==> src/logic/nh_defs.svh <==
// constants for the nand status/id/reset host controller
// assumes a 10 MHz core clock; times are in ns and rounded up to cycles
`ifndef NH_DEFS_SVH
`define NH_DEFS_SVH

`define NH_CLK_NS 100
`define NH_T_WP_NS 25
`define NH_T_REA_NS 20
`define NH_T_WB_NS 100
`define NH_SYNC_CYC 2
`define NH_WE_CYC ((`NH_T_WP_NS + `NH_CLK_NS - 1) / `NH_CLK_NS)
`define NH_RD_CYC (((`NH_T_REA_NS + `NH_CLK_NS - 1) / `NH_CLK_NS) + `NH_SYNC_CYC)
`define NH_WB_CYC (((`NH_T_WB_NS + `NH_CLK_NS - 1) / `NH_CLK_NS) + `NH_SYNC_CYC)

`define NH_CMD_STATUS 8'h70
`define NH_CMD_ID 8'h90
`define NH_CMD_READ 8'h00
`define NH_CMD_RESET 8'hFF
`define NH_ID_ADDR 8'h00

`define NH_OFF_CTRL 8'h00
`define NH_OFF_WP 8'h04
`define NH_OFF_STAT 8'h08
`define NH_OFF_ID 8'h0C

`define NH_OP_LSB 0
`define NH_CTRL_BUSY 0
`define NH_CTRL_READY 1
`define NH_CTRL_REFUSED 2
`define NH_WP_BIT 0
`define NH_SB_FAIL 0
`define NH_SB_READY 6
`define NH_SB_UNPROT 7
`define NH_STATUS_RST 8'hC0

`endif

==> src/logic/nh_pkg.sv <==
// types shared by the nand host controller
// assumes nh_defs.svh is compiled alongside
`default_nettype none
package nh_pkg;
  typedef enum logic [6:0] {
    ST_IDLE = 7'h01,
    ST_WE_LO = 7'h02,
    ST_WE_HI = 7'h04,
    ST_RD_LO = 7'h08,
    ST_RD_HI = 7'h10,
    ST_WB = 7'h20,
    ST_RB = 7'h40
  } nh_state_e;
  typedef enum logic [2:0] {
    OP_NONE = 3'h0,
    OP_STATUS = 3'h1,
    OP_POLL = 3'h2,
    OP_ID = 3'h3,
    OP_RESET = 3'h4,
    OP_RDCMD = 3'h5
  } nh_op_e;
  typedef struct packed {
    logic [7:0] addr;
    logic [31:0] wdata;
    logic wr;
    logic rd;
  } nh_bus_s;
  typedef struct packed {
    logic cle;
    logic ale;
    logic ce_n;
    logic we_n;
    logic output_strobe_n;
    logic wp_n;
    logic io_oe;
    logic [7:0] io_out;
  } nh_pins_s;
  typedef struct packed {
    nh_state_e st;
    nh_op_e op;
    logic [3:0] cnt;
    logic addr_done;
    logic [1:0] nread;
    nh_pins_s p;
    logic [7:0] io_s1;
    logic [7:0] io_s2;
    logic rb_s1;
    logic rb_s2;
    logic wp_req;
    logic refused;
    logic [7:0] status_byte;
    logic [31:0] id;
    logic [31:0] rdata;
  } nh_state_s;
endpackage
`default_nettype wire

==> src/logic/nh_host_ctrl.sv <==
// host controller for the status, id and reset commands of a nand memory
// assumes an async nand on the pins, ready_busy already pulled up outside
// Summary of operation
// - status query sends 70h, then reads the status byte on read cycles.
// - host writes 00h before resuming page data reads after a status poll.
// - id mode is 90h followed by one address cycle of 00h.
// - command FFh resets the device.
// - host never changes write protect while the device is busy.
// - while busy only status query and reset may be issued.
`include "nh_defs.svh"
`default_nettype none
module nh_host_ctrl (
  input wire logic core_clk,
  input wire logic sys_rst,
  input wire logic clk_en,
  input wire nh_pkg::nh_bus_s bus,
  output logic [31:0] rdata,
  output logic busy,
  output nh_pkg::nh_pins_s pins,
  input wire logic [7:0] io_in,
  input wire logic ready_busy
);
  localparam logic [3:0] WE_LD = 4'(`NH_WE_CYC - 1);
  localparam logic [3:0] RD_LD = 4'(`NH_RD_CYC - 1);
  localparam logic [3:0] WB_LD = 4'(`NH_WB_CYC - 1);

  nh_pkg::nh_state_s r;
  nh_pkg::nh_state_s next_r;

  function automatic logic op_allowed(input logic [2:0] op, input logic rdy);
    case (op)
      nh_pkg::OP_STATUS, nh_pkg::OP_POLL, nh_pkg::OP_RESET: op_allowed = 1'b1;
      nh_pkg::OP_ID, nh_pkg::OP_RDCMD: op_allowed = rdy;
      default: op_allowed = 1'b0;
    endcase
  endfunction

  function automatic logic [7:0] cmd_of(input nh_pkg::nh_op_e op);
    case (op)
      nh_pkg::OP_STATUS: cmd_of = `NH_CMD_STATUS;
      nh_pkg::OP_ID: cmd_of = `NH_CMD_ID;
      nh_pkg::OP_RESET: cmd_of = `NH_CMD_RESET;
      default: cmd_of = `NH_CMD_READ;
    endcase
  endfunction

  logic go;
  logic [2:0] req_op;

  assign req_op = bus.wdata[`NH_OP_LSB +: 3];
  assign go = bus.wr && bus.addr == `NH_OFF_CTRL && r.st == nh_pkg::ST_IDLE;
  assign rdata = r.rdata;
  assign busy = r.st != nh_pkg::ST_IDLE;
  assign pins = r.p;

  always_comb begin
    next_r = r;
    // ready_busy is a wired-or open-drain line, only ever sampled here
    next_r.io_s1 = io_in;
    next_r.io_s2 = r.io_s1;
    next_r.rb_s1 = ready_busy;
    next_r.rb_s2 = r.rb_s1;
    next_r.rdata = 32'h0000_0000;
    if (bus.rd) begin
      case (bus.addr)
        `NH_OFF_CTRL: begin
          next_r.rdata[`NH_CTRL_BUSY] = busy;
          next_r.rdata[`NH_CTRL_READY] = r.rb_s2;
          next_r.rdata[`NH_CTRL_REFUSED] = r.refused;
        end
        `NH_OFF_WP: next_r.rdata[`NH_WP_BIT] = r.p.wp_n;
        `NH_OFF_STAT: next_r.rdata[7:0] = r.status_byte;
        `NH_OFF_ID: next_r.rdata = r.id;
        default: next_r.rdata = 32'h0000_0000;
      endcase
    end
    if (bus.wr && bus.addr == `NH_OFF_WP) begin
      next_r.wp_req = bus.wdata[`NH_WP_BIT];
    end
    case (r.st)
      nh_pkg::ST_IDLE: begin
        // protect only moves while idle and ready, never mid program/erase
        if (r.wp_req != r.p.wp_n && r.rb_s2) begin
          next_r.p.wp_n = r.wp_req;
        end
        if (go) begin
          if (op_allowed(req_op, r.rb_s2)) begin
            next_r.refused = 1'b0;
            next_r.op = nh_pkg::nh_op_e'(req_op);
            next_r.addr_done = 1'b0;
            next_r.nread = 2'h0;
            next_r.p.ce_n = 1'b0;
            if (req_op == nh_pkg::OP_POLL) begin
              // status mode persists, so a poll is only read cycles
              next_r.st = nh_pkg::ST_RD_LO;
              next_r.p.output_strobe_n = 1'b0;
              next_r.cnt = RD_LD;
            end else begin
              next_r.st = nh_pkg::ST_WE_LO;
              next_r.p.cle = 1'b1;
              next_r.p.we_n = 1'b0;
              next_r.p.io_oe = 1'b1;
              next_r.p.io_out = cmd_of(nh_pkg::nh_op_e'(req_op));
              next_r.cnt = WE_LD;
            end
          end else begin
            next_r.refused = 1'b1;
          end
        end
      end
      nh_pkg::ST_WE_LO: begin
        next_r.cnt = r.cnt - 4'h1;
        if (r.cnt == 4'h0) begin
          next_r.p.we_n = 1'b1;
          next_r.st = nh_pkg::ST_WE_HI;
        end
      end
      nh_pkg::ST_WE_HI: begin
        // data held one full cycle past the rising write strobe
        next_r.p.cle = 1'b0;
        next_r.p.ale = 1'b0;
        next_r.p.io_oe = 1'b0;
        if (r.op == nh_pkg::OP_ID && !r.addr_done) begin
          next_r.addr_done = 1'b1;
          next_r.p.ale = 1'b1;
          next_r.p.io_oe = 1'b1;
          next_r.p.io_out = `NH_ID_ADDR;
          next_r.p.we_n = 1'b0;
          next_r.cnt = WE_LD;
          next_r.st = nh_pkg::ST_WE_LO;
        end else if (r.op == nh_pkg::OP_STATUS || r.op == nh_pkg::OP_ID) begin
          next_r.p.output_strobe_n = 1'b0;
          next_r.cnt = RD_LD;
          next_r.st = nh_pkg::ST_RD_LO;
        end else if (r.op == nh_pkg::OP_RESET) begin
          next_r.cnt = WB_LD;
          next_r.st = nh_pkg::ST_WB;
        end else begin
          next_r.p.ce_n = 1'b1;
          next_r.st = nh_pkg::ST_IDLE;
        end
      end
      nh_pkg::ST_RD_LO: begin
        // strobe held low over access time plus the input synchroniser
        next_r.cnt = r.cnt - 4'h1;
        if (r.cnt == 4'h0) begin
          if (r.op == nh_pkg::OP_ID) begin
            next_r.id[{r.nread, 3'h0} +: 8] = r.io_s2;
          end else begin
            next_r.status_byte = r.io_s2;
          end
          next_r.p.output_strobe_n = 1'b1;
          next_r.st = nh_pkg::ST_RD_HI;
        end
      end
      nh_pkg::ST_RD_HI: begin
        if (r.op == nh_pkg::OP_ID && r.nread != 2'h3) begin
          next_r.nread = r.nread + 2'h1;
          next_r.p.output_strobe_n = 1'b0;
          next_r.cnt = RD_LD;
          next_r.st = nh_pkg::ST_RD_LO;
        end else begin
          next_r.p.ce_n = 1'b1;
          next_r.st = nh_pkg::ST_IDLE;
        end
      end
      nh_pkg::ST_WB: begin
        // ready_busy is not valid until the busy window has opened
        next_r.cnt = r.cnt - 4'h1;
        if (r.cnt == 4'h0) begin
          next_r.st = nh_pkg::ST_RB;
        end
      end
      nh_pkg::ST_RB: begin
        if (r.rb_s2) begin
          next_r.p.ce_n = 1'b1;
          next_r.status_byte = `NH_STATUS_RST;
          next_r.st = nh_pkg::ST_IDLE;
        end
      end
      default: begin
        next_r.st = nh_pkg::ST_IDLE;
      end
    endcase
  end

  always_ff @(posedge core_clk) begin
    if (sys_rst) begin
      r <= '0;
      r.st <= nh_pkg::ST_IDLE;
      r.op <= nh_pkg::OP_NONE;
      r.p.ce_n <= 1'b1;
      r.p.we_n <= 1'b1;
      r.p.output_strobe_n <= 1'b1;
      r.status_byte <= `NH_STATUS_RST;
    end else if (clk_en) begin
      r <= next_r;
    end
  end
endmodule
`default_nettype wire

==> config.mk <==
export PLATFORM = sky130hd
export DESIGN_NAME = nh_host_ctrl
export DESIGN_NICKNAME = d
export VERILOG_FILES = /design/src/logic/nh_pkg.sv /design/src/logic/nh_host_ctrl.sv
export VERILOG_INCLUDE_DIRS = /design/src /design/src/logic
export SDC_FILE = /design/constraint.sdc
export NUM_CORES = 1
export LEC_CHECK = 0
export CAP_MARGIN = 20
export CORE_UTILIZATION = 25
export CTS_CLUSTER_DIAMETER = 50
export DETAILED_ROUTE_END_ITERATION = 6
export DONT_BUFFER_PORTS = 1
export GPL_ROUTABILITY_DRIVEN = 1
export PLACE_DENSITY = 0.47
export SYNTH_ARGS = -nofsm -noshare
export SYNTH_HDL_FRONTEND = slang
export SYNTH_SLANG_ARGS = --single-unit
==> constraint.sdc <==
create_clock -name core_clk -period 2.4 [get_ports core_clk]
set_input_delay 0.36 -clock core_clk [delete_from_list [all_inputs] [get_ports core_clk]]
set_output_delay 0.36 -clock core_clk [all_outputs]
set_load 0.02 [all_outputs]
==> Flow_metrics.wiki, run 1 <==
{| class="wikitable"
! Metric !! Value
|-
| Dominant register cell in the synthesized netlist || sky130_fd_sc_hd__dfxtp_1
|-
| Worst vdd ir || 0.4323 mV
|-
| Nets || just under 700
|-
| CP arrival || 2570 ps
|-
| CTS tree || built
|-
| Core area || between 0.02 and 0.025 mm²
|-
| Critical path endpoint category || register
|-
| Seq cells post-synth || 120
|-
| Unrepaired setup endpoints after global routing || false
|-
| Area after DPL || approximately 0.0056 mm²
|-
| Cell chosen for the clock root || sky130_fd_sc_hd__clkbuf_16
|-
| Netlist cell types || 63
|-
| Pwr per Cell Area || about 740 mW/mm²
|-
| Avg Vias per Cell || 4.810
|-
| Maximum clock path buffer count || 2
|-
| Post-detailed-route DRC marker count || 0
|-
| DRT Pass-1 Iters || 4
|-
| CP endpoint || pins[10]
|-
| Summed instance area of the synthesized netlist || around 0.0056 mm²
|-
| Result of the run || completed
|-
| Num rows || 54
|-
| Critical path depth in cells || 5
|-
| Worst reg2reg path depth || 5
|-
| Non-Filler Cell Area, Final || around 0.0063 mm²
|-
| Final Cycle Share || between 90% and 100%
|-
| Number of nets with antenna violations after detailed routing || 0
|-
| Insertion delay to the later sink of the worst-skew pair || 420 ps
|-
| Die H || ~150 µm
|-
| Path class of the lowest-slack min-delay path || in -> reg
|-
| First-pass GRT wire length || 23520 µm
|-
| Via count || 4382
|-
| Post-synthesis instance total || 651
|-
| Relative slew slack || approximately 33%
|-
| Final max-slew violation count || 0
|-
| GR Util met1 || ~18%
|-
| Count of yosys warnings during synthesis || 0
|-
| Detailed placer's ending HPWL || about 10000 µm
|-
| Setup slack, reg-to-reg || around 130 ps
|-
| Total of max-cap violations || 0
|-
| Worst slew pin tran || about 1000 ps
|-
| Number of buffers inserted by port buffering || 0
|-
| Post-synthesis async set-or-reset flop share || 0%
|-
| GRT overflow || 0
|-
| Initial Utilization || approximately a quarter
|-
| Worst hold slack after final layout || around 30 ps
|-
| Worst r2r dst || pins[10]
|-
| Count of buffer and inverter cells on the critical path || 0
|-
| Total I/O pin count || roughly 100
|-
| Critical path, cell by cell || or4_4 -> or3_4 -> o21ai_2 -> or4b_1 -> a211o_1
|-
| Total Die Area || 0.02281 mm²
|-
| Post-route minimum period || 2267 ps
|-
| Kind of critical path || reg -> reg
|-
| Hold Path Stages || 1
|-
| Initial antenna violation count || 1
|-
| Overall fraction of global-route tracks in use || roughly 14%
|-
| Slowest cell delay on critical path || 540 ps
|-
| Clock-pin slew on the worst setup and hold paths || 50 ps
|-
| Top achievable clock speed || roughly 0.44 GHz
|-
| CTS Buf Count || 17
|-
| Met3 routing resource usage after global routing || slightly below 5%
|-
| Final setup violation count || 0
|-
| Num Clock Sinks || 120
|-
| Wire length after detailed routing || ~15000 µm
|-
| Share of post-route cells with drive strength above 1 || about 12%
|-
| Number of global-route vias before repair || slightly above 4k
|-
| Most heavily used metal layer in global routing || met2
|-
| Final hold vios || 0
|-
| Avg Inst Size Synth || 8.530 µm²
|-
| Die width || about 150 µm
|-
| Final estimated routing congestion in global placement || 0.8079
|-
| Worst Path Max Fanout || 4
|-
| Antenna diode count || 0
|-
| Global-route met2 utilization || about 21%
|-
| Post-Route Skew || 9.021 ps
|-
| Sequential share of the synthesized area || between 40% and 50%
|-
| Number of enable-type register cells in the synthesized netlist || 0
|-
| Largest net degree at the start of global routing || between 90 and 100
|-
| Required time worst endpoint || ~2700 ps
|-
| LEAKAGE || approximately 2.2 nW
|-
| Core Util, Final || about 29%
|-
| Number of DRC violations after detailed-routing iteration 0 || 280
|-
| Number of levels in the clock H-tree || 4
|-
| Setup TNS || 0 ps
|-
| Element type at the critical path start || register
|-
| Critical Path Slowest Stage Cell || sky130_fd_sc_hd__or4_4
|-
| Wire length per cell || between 15 and 20 µm
|-
| Total nets after synthesis || between 700 and 800
|-
| Relative area change from synthesis to final layout || 12.62%
|-
| CP startpoint || r[120]
|-
| # Post-CTS Setup Buffers || 0
|-
| Worst reg2reg path startpoint || r[120]
|-
| Category of cells accounting for the largest share of critical-path delay || simple AND/OR/NAND/NOR gates
|}
-- worst min path at each step --
stage             start   endpoint  slack, ps
2_1_floorplan  register   register        430
3_3_place_gp   register   register        440
3_5_place_dp   register   register        440
4_1_cts         sys_rst      r[79]        0.9
5_1_grt         sys_rst   register          1
6_report        sys_rst  rdata[27]         30
-- area by class of cell --
type,instances,area [µm²]
clock buffers,20,456.7
clock inverters,11,122.6
fillers,2309,15570
inverters,8,30.03
multi-input cells,433,2591
flip-flops and latches,120,2402
well taps,280,350.3
repair buffers,39,300.3
-- cell usage after synthesis, types with 2 or more instances --
master,n,area [µm²]
sky130_fd_sc_hd__a211o_1,2,17.52
sky130_fd_sc_hd__a21o_1,2,15.01
sky130_fd_sc_hd__a21oi_1,53,265.3
sky130_fd_sc_hd__a222oi_1,5,50.05
sky130_fd_sc_hd__a22o_1,3,26.28
sky130_fd_sc_hd__a22oi_1,28,210.2
sky130_fd_sc_hd__and2_1,5,31.28
sky130_fd_sc_hd__and3_1,5,31.28
sky130_fd_sc_hd__buf_1,5,18.77
sky130_fd_sc_hd__buf_2,8,40.04
sky130_fd_sc_hd__buf_4,47,352.8
sky130_fd_sc_hd__clkbuf_1,29,108.9
sky130_fd_sc_hd__dfxtp_1,120,2402
sky130_fd_sc_hd__ha_1,8,100.1
sky130_fd_sc_hd__inv_1,7,26.28
sky130_fd_sc_hd__mux2_2,2,22.52
sky130_fd_sc_hd__mux2i_1,24,240.2
sky130_fd_sc_hd__nand2_1,57,214.0
sky130_fd_sc_hd__nand2b_1,2,12.51
sky130_fd_sc_hd__nand3_1,51,255.2
sky130_fd_sc_hd__nand3b_1,4,30.03
sky130_fd_sc_hd__nand4_1,9,56.30
sky130_fd_sc_hd__nor2_1,82,307.8
sky130_fd_sc_hd__nor2b_1,3,18.77
sky130_fd_sc_hd__nor3_1,4,20.02
sky130_fd_sc_hd__nor3b_1,10,75.07
sky130_fd_sc_hd__nor4_1,3,18.77
sky130_fd_sc_hd__nor4_4,2,42.54
sky130_fd_sc_hd__nor4b_1,3,26.28
sky130_fd_sc_hd__o21ai_0,20,100.1
sky130_fd_sc_hd__o21ai_1,2,10.01
sky130_fd_sc_hd__o22ai_1,2,12.51
sky130_fd_sc_hd__o311ai_1,2,17.52
sky130_fd_sc_hd__o31a_1,2,17.52
sky130_fd_sc_hd__o31ai_1,5,37.54
sky130_fd_sc_hd__o32ai_1,3,26.28
sky130_fd_sc_hd__or3_1,3,18.77
sky130_fd_sc_hd__or4_1,2,15.01
sky130_fd_sc_hd__or4b_1,2,20.02
sky130_fd_sc_hd__xnor2_1,2,17.52
-- layout by cell type (no fill, tap or decap), types with 3 or more instances in the layout --
| cell | count |
|---|---|
| sky130_fd_sc_hd__o32ai_1 | 3 |
| sky130_fd_sc_hd__clkbuf_16 | 17 |
| sky130_fd_sc_hd__ha_1 | 8 |
| sky130_fd_sc_hd__inv_1 | 7 |
| sky130_fd_sc_hd__mux2i_1 | 24 |
| sky130_fd_sc_hd__a222oi_1 | 5 |
| sky130_fd_sc_hd__nor4b_1 | 3 |
| sky130_fd_sc_hd__o21ai_0 | 20 |
| sky130_fd_sc_hd__and2_1 | 5 |
| sky130_fd_sc_hd__buf_4 | 36 |
| sky130_fd_sc_hd__a22o_1 | 3 |
| sky130_fd_sc_hd__nand3_1 | 51 |
| sky130_fd_sc_hd__clkinv_2 | 3 |
| sky130_fd_sc_hd__nor3_1 | 4 |
| sky130_fd_sc_hd__a21oi_1 | 53 |
| sky130_fd_sc_hd__nor4_1 | 3 |
| sky130_fd_sc_hd__or3_1 | 3 |
| sky130_fd_sc_hd__o31ai_1 | 5 |
| sky130_fd_sc_hd__nand4_1 | 9 |
| sky130_fd_sc_hd__nor2_1 | 81 |
| sky130_fd_sc_hd__nor2b_1 | 3 |
| sky130_fd_sc_hd__nand2_1 | 57 |
| sky130_fd_sc_hd__dfxtp_1 | 120 |
| sky130_fd_sc_hd__and3_1 | 5 |
| sky130_fd_sc_hd__nor3b_1 | 10 |
| sky130_fd_sc_hd__dlygate4sd3_1 | 3 |
| sky130_fd_sc_hd__nand3b_1 | 4 |
| sky130_fd_sc_hd__a22oi_1 | 28 |
| sky130_fd_sc_hd__clkinvlp_4 | 4 |
-- kinds of logic after synthesis --
| logic type | Yosys count | synth area share [%] |
|---|---|---|
| buffers and inverters | 98 | 10.12 |
| muxes | 27 | 5.137 |
| AOI/OAI and AO/OA | 139 | 16.02 |
| DFF | 120 | 43.26 |
| and+or+nand+nor | 256 | 23.19 |
| adders and majority gates | 8 | 1.803 |
| xor gates and xnor gates | 3 | 0.4733 |
-- per-layer routing --
metal	part of all wire [%]	vias to the layer above
met2	45	82
met5	0.11	-
li1	-	2220
met4	1.7	2
met1	48	2059
met3	5.6	19
-- where the power goes --
part           leakage (nW)  internal, mW  switching, mW
clock network         0.274          1.57          0.936
logic                 0.946        0.0400         0.0469
registers             0.969          2.01         0.0197
-- through the flow --
stage / instances / worst slack [ps] / power (mW)
floorplan: 651 / 156.7 / 2.163
global placement: 877 / 163.5 / 2.150
detailed placement: 877 / 143.3 / 2.151
CTS: 910 / 128.2 / 4.686
global route: 911 / 13.84 / 4.779
finish: 911 / 132.6 / 4.624
-- timing repair --
action,4_1_cts,5_1_grt
resized for setup,0,0
hold buffers,2,1
endpoints found under the hold margin,11,3
Note: power is estimated with default switching activity, not from simulation.
==> run 2: changes to the inputs <==
--- a/config.mk
+++ b/config.mk
@@ -6,6 +6,7 @@
 export SDC_FILE = /design/constraint.sdc
 export NUM_CORES = 1
 export LEC_CHECK = 0
+export ABC_AREA = 1
 export CAP_MARGIN = 20
 export CORE_UTILIZATION = 25
 export CTS_CLUSTER_DIAMETER = 50
==> run 2 against run 1 <==
Compared with the run above: flip-flop and latch count did not move; worst hold slack got worse by 8.9 ps; fmax rose by 9.9%; synthesized area rose by 7.6%; sequential power rose by 3%; total power rose by 9.9%; non-clock buffer count fell by 29; global-route usage fell by 0.41 points; die area rose by 7.5%; clock power fell by 4%; cell count rose by 19%; largest cell class unchanged; highest routed layer is now met4.
==> Flow_metrics.wiki, run 2 <==
{| class="wikitable"
! Metric !! Value
|-
| Initial Utilization || 25.46% (was 25.44%)
|-
| Post-layout worst setup margin || 337.0 ps (was 132.6 ps)
|-
| Avg Inst Size Synth || 7.451 µm² (was 8.530 µm²)
|-
| Top achievable clock speed || 0.4847 GHz (was 0.4410 GHz)
|-
| Relative slew slack || 44.88% (was 32.69%)
|-
| Commonest non-fill, non-tap cell in the layout || sky130_fd_sc_hd__nand2_1 (was sky130_fd_sc_hd__dfxtp_1)
|-
| Share of post-route cells with drive strength above 1 || 13.11% (was 12.36%)
|-
| Number of levels in the clock H-tree || 4 (unchanged)
|-
| First-pass GRT wire length || 24760 µm (was 23520 µm)
|-
| Count of yosys warnings during synthesis || 0 (unchanged)
|-
| Total I/O pin count || 102 (unchanged)
|-
| Critical Path Slowest Stage Cell || sky130_fd_sc_hd__dfxtp_1 (was sky130_fd_sc_hd__or4_4)
|-
| Detailed placer's ending HPWL || 10960 µm (was 9879 µm)
|-
| Die width || 156.6 µm (was 151.0 µm)
|-
| Wire length after detailed routing || 15520 µm (was 14870 µm)
|-
| Number of DRC violations after detailed-routing iteration 0 || 267 (was 280)
|-
| Post-detailed-route DRC marker count || 0 (unchanged)
|-
| Critical path endpoint category || primary output (was register)
|-
| Dominant register cell in the synthesized netlist || sky130_fd_sc_hd__dfxtp_1 (unchanged)
|-
| Post-cts hold buffer count || 2 (unchanged)
|-
| Area share of the leading cell type in the synthesized netlist || 40.20% (was 43.26%)
|-
| Final hold vios || 0 (unchanged)
|-
| Via count || 4729 (was 4382)
|-
| Number of buffers inserted by port buffering || 0 (unchanged)
|-
| Largest net degree at the start of global routing || 66 (was 99)
|-
| Final Cycle Share || 85.96% (was 94.47%)
|-
| Cell chosen for the clock root || sky130_fd_sc_hd__clkbuf_16 (unchanged)
|-
| Clock-pin slew on the worst setup and hold paths || 60 ps (was 50 ps)
|-
| LEAKAGE || 2.412 nW (was 2.189 nW)
|-
| Post-route minimum period || 2063 ps (was 2267 ps)
|-
| Wire length per cell || 14.34 µm (was 16.32 µm)
|-
| Most frequent cells in the layout || sky130_fd_sc_hd__nand2_1, sky130_fd_sc_hd__dfxtp_1, sky130_fd_sc_hd__a21oi_1, sky130_fd_sc_hd__nor2_1, sky130_fd_sc_hd__inv_1 (was sky130_fd_sc_hd__dfxtp_1, sky130_fd_sc_hd__nor2_1, sky130_fd_sc_hd__nand2_1, sky130_fd_sc_hd__a21oi_1, sky130_fd_sc_hd__nand3_1)
|-
| Required time worst endpoint || 2040 ps (was 2700 ps)
|-
| Fillers || 2580 (was 2309)
|-
| Final max-slew violation count || 0 (unchanged)
|-
| Die H || 156.6 µm (was 151.0 µm)
|-
| Cell types occupying the most area after synthesis || sky130_fd_sc_hd__dfxtp_1, sky130_fd_sc_hd__nand2_1, sky130_fd_sc_hd__a21oi_1 (was sky130_fd_sc_hd__dfxtp_1, sky130_fd_sc_hd__buf_4, sky130_fd_sc_hd__nor2_1)
|-
| Pre-CTS setup slack || 408.4 ps (was 143.3 ps)
|-
| Core area || 0.02347 mm² (was 0.02182 mm²)
|-
| CTS tree || built (unchanged)
|-
| Number of nets with antenna violations after detailed routing || 0 (unchanged)
|-
| Post-synth top area cell || sky130_fd_sc_hd__dfxtp_1 (unchanged)
|-
| Final estimated routing congestion in global placement || 0.8504 (was 0.8079)
|-
| Post-Route Skew || 6.054 ps (was 9.021 ps)
|-
| Worst Path Max Fanout || 7 (was 4)
|-
| Total of max-cap violations || 0 (unchanged)
|-
| Overall fraction of global-route tracks in use || 13.19% (was 13.60%)
|-
| Number of global-route vias before repair || 4386 (was 4139)
|-
| Antenna diode count || 0 (unchanged)
|-
| Number of enable-type register cells in the synthesized netlist || 0 (unchanged)
|-
| Final setup violation count || 0 (unchanged)
|-
| # Post-CTS Setup Buffers || 0 (unchanged)
|-
| Maximum clock path buffer count || 2 (unchanged)
|-
| Post-synthesis instance total || 802 (was 651)
|-
| Worst vdd ir || 0.3722 mV (was 0.4323 mV)
|-
| Slowest cell delay on critical path || 430 ps (was 540 ps)
|-
| Count of buffer and inverter cells on the critical path || 2 (was 0)
|-
| Post-synthesis async set-or-reset flop share || 0% (unchanged)
|-
| Setup TNS || 0 ps (unchanged)
|-
| Insertion delay to the later sink of the worst-skew pair || 420 ps (about the same)
|-
| Gates resized, CTS repair || 0 (unchanged)
|-
| Nets || 813 (was 681)
|-
| Pwr per Cell Area || 782.9 mW/mm² (was 739.4 mW/mm²)
|-
| Initial antenna violation count || 0 (was 1)
|-
| Result of the run || completed (unchanged)
|-
| Relative area change from synthesis to final layout || 8.668% (was 12.62%)
|-
| Total nets after synthesis || 864 (was 713)
|-
| Num rows || 56 (was 54)
|-
| Seq cells post-synth || 120 (unchanged)
|-
| Category of cells accounting for the largest share of critical-path delay || simple AND/OR/NAND/NOR gates (unchanged)
|-
| Most frequent cells after synthesis || sky130_fd_sc_hd__nand2_1, sky130_fd_sc_hd__dfxtp_1, sky130_fd_sc_hd__a21oi_1 (was sky130_fd_sc_hd__dfxtp_1, sky130_fd_sc_hd__nor2_1, sky130_fd_sc_hd__nand2_1)
|-
| CTS Buf Count || 17 (unchanged)
|-
| CP arrival || 1700 ps (was 2570 ps)
|-
| Element type at the critical path start || register (unchanged)
|-
| Summed instance area of the synthesized netlist || 0.005976 mm² (was 0.005553 mm²)
|-
| Total Die Area || 0.02453 mm² (was 0.02281 mm²)
|-
| Unrepaired setup endpoints after global routing || false (unchanged)
|-
| Netlist cell types || 40 (was 63)
|-
| Sequential share of the synthesized area || 40.20% (was 43.26%)
|-
| Critical path, cell by cell || inv_2 -> nor2_2 -> nand4_1 -> buf_4 (was or4_4 -> or3_4 -> o21ai_2 -> or4b_1 -> a211o_1)
|-
| Count leader, synth || sky130_fd_sc_hd__nand2_1 (was sky130_fd_sc_hd__dfxtp_1)
|-
| GRT overflow || 0 (unchanged)
|-
| Num Clock Sinks || 120 (unchanged)
|-
| Avg Vias per Cell || 4.371 (was 4.810)
|-
| Worst slew pin tran || 825.7 ps (was 997.0 ps)
|-
| Path class of the lowest-slack min-delay path || in -> reg (unchanged)
|-
| Kind of critical path || reg -> out (was reg -> reg)
|-
| DRT Pass-1 Iters || 4 (unchanged)
|}
run 2: cell count changes in the layout (fill, tap and decap cells not counted), moves of 11 or more:
cell                      change
sky130_fd_sc_hd__o21a_1      +13
sky130_fd_sc_hd__inv_1       +62
sky130_fd_sc_hd__buf_4       -28
sky130_fd_sc_hd__mux2i_1     -24
sky130_fd_sc_hd__nor2_2      +11
sky130_fd_sc_hd__nand2_1     +79
sky130_fd_sc_hd__a22oi_1     -25
sky130_fd_sc_hd__a21oi_1     +39
sky130_fd_sc_hd__o21ai_0     +24
sky130_fd_sc_hd__inv_2       +12
run 2: path summary, 6_finish.rpt:
| check | slack [ps] | depth (start not counted) | start | to |
|---|---|---|---|---|
| min reg2reg | 440 | 2 | r[73] | r[73] |
| max | 340 | 4 | r[117] | busy |
| max reg2reg | 410 | 6 | r[108] | register |
| min | 20 | 1 | sys_rst | rdata[22] |
run 2: final cells by class:
type                    count  area [µm²]  share of cell area [%]
flip-flops and latches    120        2402                   36.99
clock buffers              18       429.2                   6.609
multi-input cells         520        2751                   42.37
well taps                 319       399.1                   6.146
repair buffers             10       80.08                   1.233
clock inverters            13       123.9                   1.908
inverters                  82       307.8                   4.740
run 2: worst reg2reg max path: stages (launching register included):
cell and delay (ps):
sky130_fd_sc_hd__dfxtp_1 400, sky130_fd_sc_hd__inv_1 100, sky130_fd_sc_hd__ha_1 510, sky130_fd_sc_hd__clkinv_1 140, sky130_fd_sc_hd__nor2_1 420, sky130_fd_sc_hd__a21oi_1 170, sky130_fd_sc_hd__a211oi_2 180
run 2: routing by layer:
layer  track usage [%]  routed length, µm
met1             18.50               8003
met5                 0                  0
met3             4.071                860
met4             4.435                225
met2             18.88               6430
run 2: logic make-up after synthesis:
group | count (synthesis) | share of synthesized area (%)
XOR/XNOR | 2 | 0.2932
flip-flops | 120 | 40.20
AND/OR/NAND/NOR | 324 | 25.98
AO/OA/AOI/OAI | 186 | 18.09
adder cells (fa/ha/maj) | 8 | 1.675
buffers and inverters | 162 | 13.76
run 2: through the flow:
stage	utilization, %	power [mW]	cell area, µm²	hold slack, ps	cells
global route	27.67	5.299	6494	1.136	1082
floorplan	-	2.609	5976	420.5	802
CTS	27.67	5.147	6494	0.3000	1082
finish	27.67	5.084	6494	20.66	1082
detailed placement	25.22	2.719	5921	438.4	1049
global placement	25.22	2.718	5921	436.7	1049
run 2: report_power, final:
group / total [mW] / internal (mW) / switching, mW
registers: 2.09 / 2.04 / 0.0493
clock network: 2.40 / 1.43 / 0.977
logic: 0.593 / 0.170 / 0.423
total: 5.08 / 3.63 / 1.45
